==> config.mk <==
export PLATFORM = sky130hd
export DESIGN_NAME = epd_top
export DESIGN_NICKNAME = d
export VERILOG_FILES = /design/src/logic/epd_pkg.sv /design/src/logic/epd_top.sv /design/src/logic/epd_edge.sv
export SDC_FILE = /design/constraint.sdc
export NUM_CORES = 1
export LEC_CHECK = 0
export BUFFER_PORTS_ARGS = -buffer_cell sky130_fd_sc_hd__buf_4
export CORE_AREA = 2 2 39 41
export DETAILED_ROUTE_END_ITERATION = 6
export DIE_AREA = 0 0 41 43
export GPL_ROUTABILITY_DRIVEN = 0
export HOLD_SLACK_MARGIN = 0.05
export SYNTH_ARGS = -nofsm -noshare
export SYNTH_HDL_FRONTEND = slang
export SYNTH_SLANG_ARGS = --single-unit
export TNS_END_PERCENT = 50
==> constraint.sdc <==
create_clock -name clk_sys -period 1.1 [get_ports clk_sys]
set_input_delay 0.22 -clock clk_sys [delete_from_list [all_inputs] [get_ports clk_sys]]
set_output_delay 0.22 -clock clk_sys [all_outputs]
set_load 0.02 [all_outputs]
==> src/logic/epd_pkg.sv <==
package epd_pkg;
   // ---------------------------------------------------------------
   // ---------------------------------------------------------------
   localparam logic       RST_FLOP = 1'b0;
   localparam logic [1:0] RST_SYNC = 2'b00;

   typedef enum logic [2:0] {
      EPD_IDLE = 3'b001,
      EPD_UP   = 3'b010,
      EPD_DOWN = 3'b100
   } epd_pfd_state_t;
endpackage

==> src/logic/epd_top.sv <==
`timescale 1ns/10ps
module epd_top
   import epd_pkg::*;
(
   input  wire logic clk_sys,
   input  wire logic resetn,
   input  wire logic reference_edge_input,
   input  wire logic feedback_edge_input,
   input  wire logic oscillator_disable,
   output logic      pfd_tristate_output,
   output logic      pfd_tristate_output_oe_n,
   output logic      pfd_pull_up,
   output logic      pfd_pull_down,
   output logic      rs_detector_output,
   output logic      lock_pulse_output,
   output logic      oscillator_enable,
   output logic      follower_enable
);
   // ---------------------------------------------------------------
   // Reset release
   // ---------------------------------------------------------------
   logic [1:0] rst_sync_q;
   logic       rst_n;

   always_ff @(posedge clk_sys or negedge resetn) begin
      if (!resetn) begin
         rst_sync_q <= RST_SYNC;
      end else begin
         rst_sync_q <= {rst_sync_q[0], 1'b1};
      end
   end
   assign rst_n = rst_sync_q[1];

   // ---------------------------------------------------------------
   // Input edges
   // ---------------------------------------------------------------
   logic ref_rise;
   logic fb_rise;

   epd_edge u_ref_edge (
      .clk_sys  (clk_sys),
      .rst_n    (rst_n),
      .level_in (reference_edge_input),
      .rise     (ref_rise)
   );

   epd_edge u_fb_edge (
      .clk_sys  (clk_sys),
      .rst_n    (rst_n),
      .level_in (feedback_edge_input),
      .rise     (fb_rise)
   );

   // ---------------------------------------------------------------
   // Phase-frequency detector
   // ---------------------------------------------------------------
   logic up_q;
   logic dn_q;
   logic up_d;
   logic dn_d;

   always_comb begin
      up_d = up_q | ref_rise;
      dn_d = dn_q | fb_rise;
      if (up_d && dn_d) begin
         up_d = 1'b0;
         dn_d = 1'b0;
      end
   end

   // Two D flops with common clear gating
   always_ff @(posedge clk_sys or negedge rst_n) begin
      if (!rst_n) begin
         up_q <= RST_FLOP;
         dn_q <= RST_FLOP;
      end else begin
         up_q <= up_d;
         dn_q <= dn_d;
      end
   end

   epd_pfd_state_t pfd_state;
   always_comb begin
      unique case ({up_q, dn_q})
         2'b10:   pfd_state = EPD_UP;
         2'b01:   pfd_state = EPD_DOWN;
         default: pfd_state = EPD_IDLE;
      endcase
   end

   // Idle when neither flop holds a pending edge
   function automatic logic pfd_idle(input logic up, input logic dn);
      pfd_idle = ~(up | dn);
   endfunction

   // Three-state stage, drivers off when idle
   assign pfd_pull_up              = (pfd_state == EPD_UP);
   assign pfd_pull_down            = (pfd_state == EPD_DOWN);
   assign pfd_tristate_output      = up_q;
   assign pfd_tristate_output_oe_n = pfd_idle(up_q, dn_q);
   assign lock_pulse_output        = pfd_idle(up_q, dn_q);

   // ---------------------------------------------------------------
   // Set-reset detector
   // ---------------------------------------------------------------
   logic rs_q;

   always_ff @(posedge clk_sys or negedge rst_n) begin
      if (!rst_n) begin
         rs_q <= RST_FLOP;
      end else if (fb_rise && !ref_rise) begin
         rs_q <= 1'b1;
      end else if (ref_rise && !fb_rise) begin
         rs_q <= 1'b0;
      end else if (ref_rise && fb_rise) begin
         rs_q <= ~rs_q;
      end
   end
   assign rs_detector_output = rs_q;

   // ---------------------------------------------------------------
   // Oscillator section control
   // ---------------------------------------------------------------
   logic osc_en_q;

   always_ff @(posedge clk_sys or negedge rst_n) begin
      if (!rst_n) begin
         osc_en_q <= RST_FLOP;
      end else begin
         osc_en_q <= ~oscillator_disable;
      end
   end
   assign oscillator_enable = osc_en_q;
   assign follower_enable   = osc_en_q;
endmodule

==> src/logic/epd_edge.sv <==
`timescale 1ns/10ps
// ---------------------------------------------------------------
// Rising edge detector
// ---------------------------------------------------------------
module epd_edge
   import epd_pkg::*;
(
   input  wire logic clk_sys,
   input  wire logic rst_n,
   input  wire logic level_in,
   output logic      rise
);
   logic prev_q;

   always_ff @(posedge clk_sys or negedge rst_n) begin
      if (!rst_n) begin
         prev_q <= RST_FLOP;
      end else begin
         prev_q <= level_in;
      end
   end

   assign rise = level_in & ~prev_q;
endmodule

==> impl_metrics.csv <==
group,metric,value,unit
status,status,"complete, but fails checks",
status,violations,"negative setup slack",
power_and_ir_drop,clkPwrFrac,26.4,%
power_and_ir_drop,irDropWorstVdd,512,uV
finish,n_antenna_cell,0,
route,antenna_left,0,
route,num_vias,197,
worst_hold_path,hp-class,"register to async pin",
sta,period_share,108,%
clock_network,cts_sinks,8,
logic_synthesis,seq_area_frac_synth,69.6,%
grt,grt_max_degree,7,
setup_path,reg2reg_slack,0.16,ns
grt,grt_pass1_wl,703,um
setup_path,cp_data_required_time,0.88,ns
clock_network,cts_made_buffers,3,
power_and_ir_drop,pwr-share-comb,28.8,%
power_and_ir_drop,total_power,0.791,mW
power_and_ir_drop,p_sw_share,28.0,%
place,portBuffers,12,
finish,mostFrequentLayoutCells,"buf_4, dfrtp_1, buf_6",
flow_run,maxCapViolCount,0,
logic_synthesis,synth_nets,26,
sta,rsz0062_at_grt,"yes",
power_and_ir_drop,cellLeakagePower,0.232,nW
logic_synthesis,ys_ff_latch,8,
setup_path,rr_worst_depth,2,
clock_network,cts-htree-levels,1,
route,drtIter0Drc,0,
power_and_ir_drop,p_seq_share,44.9,%
setup_path,r2r-end,"pfd_tristate_output$_DFF_PN0_",
setup_path,r2r-start,"pfd_tristate_output$_DFF_PN0_",
logic_synthesis,yosysTopAreaCell,"dfrtp_1",
finish,syn_to_final_growth,63.5,%
route,drcViolationCount,0,
place,dp_cells,47,
floorplan,boundaryPins,13,
power_and_ir_drop,power.internal,0.570,mW
sta,report.final.slew_viol_count,0,
setup_path,path_cells,"nor2b_4, buf_6",
floorplan,fp.dieH,43,um
sta,fin_setup_tns,-0.263,ns
logic_synthesis,yosysWarnings,0,
floorplan,core,1380,um^2
power_and_ir_drop,powerDensity,1680,nW/um^2
setup_path,crit_buf_inv,1,
setup_path,crit_path_top_delay_cell,"dfrtp_2",
route,vias_per_cell,3.72,
clock_network,cts_root_buf,"clkbuf_4",
finish,drive_above_1_share,67.6,%
sta,setup_slack,-0.0866,ns
sta,setup_viol,4,
sta,period_minus_slack,1.19,ns
floorplan,std_cell_rows,14,
setup_path,crit_path_max_fanout,5,
setup_path,worstPathArrival,0.97,ns
route,wl_per_cell,9.09,um
sta,fin_skew,0.00287,ns
finish,final_common_cell,"buf_4",
place,dp_hpwl,366,um
logic_synthesis,synth_area_leaders,"dfrtp_1, buf_4, a211oi_2, mux2i_1, o211a_1",
clock_network,clock_path_buffers,2,
logic_synthesis,yosysTopAreaCellShare,69.6,%
clock_network,cts_tree,"yes",
sta,fmax,843,MHz
place,pre_cts_ws,0.110,ns
grt,overflow,0,
setup_path,cp-end-kind,"output port",
grt,grt_pass1_vias,189,
floorplan,die_area,1760,um^2
setup_path,cp_top_family,"flip-flops",
setup_path,max_stage_delay,0.46,ns
logic_synthesis,synth_cell_types,11,
grt,track_usage,6.20,%
finish,fin_util,34.0,%
route,drt_wl_total,482,um
clock_network,path_clk_slew,0.05,ns
finish,fin_cells,53,
clock_network,clk-insertion-delay-late,0.24,ns
logic_synthesis,netlist_instances,21,
sta,finalHoldViolations,0,
floorplan,start_util,20.8,%
setup_path,critical_path.startpoint_type,"register",
logic_synthesis,netlist_area,288,um^2
setup_path,critical_path_class,"register to output port",
finish,nNetsFinal,44,
logic_synthesis,avgSynthCellArea,13.7,um^2
route,drtPass1Iterations,1,
grt,antenna_found_initial,0,
floorplan,die_w,41,um
power_and_ir_drop,p_switching,0.221,mW
[cells in the mapped netlist]
cell	count
dfrtp_1	8
buf_4	2
inv_1	2
nor2_1	2
a211oi_2	1
conb_1	1
mux2i_1	1
nand2b_1	1
nor2b_1	1
nor2b_2	1
o211a_1	1
[kinds of logic (layout without fill, tap and decap cells)]
kind of cell | count (synthesis) | in the layout | share of synthesized area [%]
AOI/OAI and AO/OA | 2 | 2 | 7.83
DFF | 8 | 8 | 69.6
other | 1 | 1 | 1.30
muxes | 1 | 1 | 3.48
and+or+nand+nor | 5 | 5 | 10.0
buffers and inverters | 4 | 20 | 7.83
[stage by stage]
stage	hold WS, ns	cell area, um^2
floorplan	-0.0756	298
global placement	0.00446	393
detailed placement	0.00475	393
CTS	0.0812	445
global route	0.0813	470
finish	0.0903	470
[worst register-to-register path: cells and delay by family, from the launching register on]
kind / cells / cell delay [ns]
flops: 1 / 0.46
buf+inv: 1 / 0.16
compound gates: 1 / 0.22
[power by group through the flow]
stage	logic, mW	registers, mW	clock network (mW)
global placement	0.176	0.353	0
CTS	0.203	0.349	0.223
finish	0.228	0.355	0.209
detailed placement	0.178	0.354	0
floorplan	0.0953	0.366	0
global route	0.247	0.360	0.240
[sequential cells by signal (all words and copies together), names as in the netlist]
name	flops
dn_q	1
follower_enable	1
pfd_tristate_output	1
rs_detector_output	1
rst_sync_q	2
u_fb_edge.prev_q	1
u_ref_edge.prev_q	1
[routing by layer]
metal / GRT usage (%) / vias up / share of wire [%]
li1: - / 95 / -
met1: 7.36 / 90 / 41
met2: 8.44 / 12 / 48
met3: 3.14 / 0 / 10
met4: 4.00 / 0 / 0
met5: 0 / - / 0
[what timing repair did]
| item | in CTS | in global routing |
|---|---|---|
| hold buffers | 1 | 0 |
| gates resized for setup | 3 | 7 |
| endpoints found under the hold margin | 2 | 0 |
| pin swaps | 1 | 2 |
| setup buffers | 2 | 0 |
| setup endpoints to repair | 5 | 5 |
[worst max path at each step]
stage,startpoint,end,depth (start not counted)
after floorplan,pfd_tristate_output$_DFF_PN0_,pfd_tristate_output_oe_n,2
after global placement,pfd_tristate_output$_DFF_PN0_,pfd_pull_up,2
after detailed placement,pfd_tristate_output$_DFF_PN0_,pfd_pull_up,2
after CTS,dn_q$_DFF_PN0_,pfd_pull_down,3
after global routing,pfd_tristate_output$_DFF_PN0_,pfd_pull_up,2
final,pfd_tristate_output$_DFF_PN0_,pfd_pull_up,2
[layout make-up]
type | count | area (um^2)
fill | 147 | 913
sequential | 8 | 203
timing repair buffer | 15 | 130
multi-input combinational | 9 | 87.6
clock buffer | 3 | 22.5
tap | 16 | 20.0
inverter | 2 | 7.51
No activity file was read; power rests on OpenSTA's default activity.
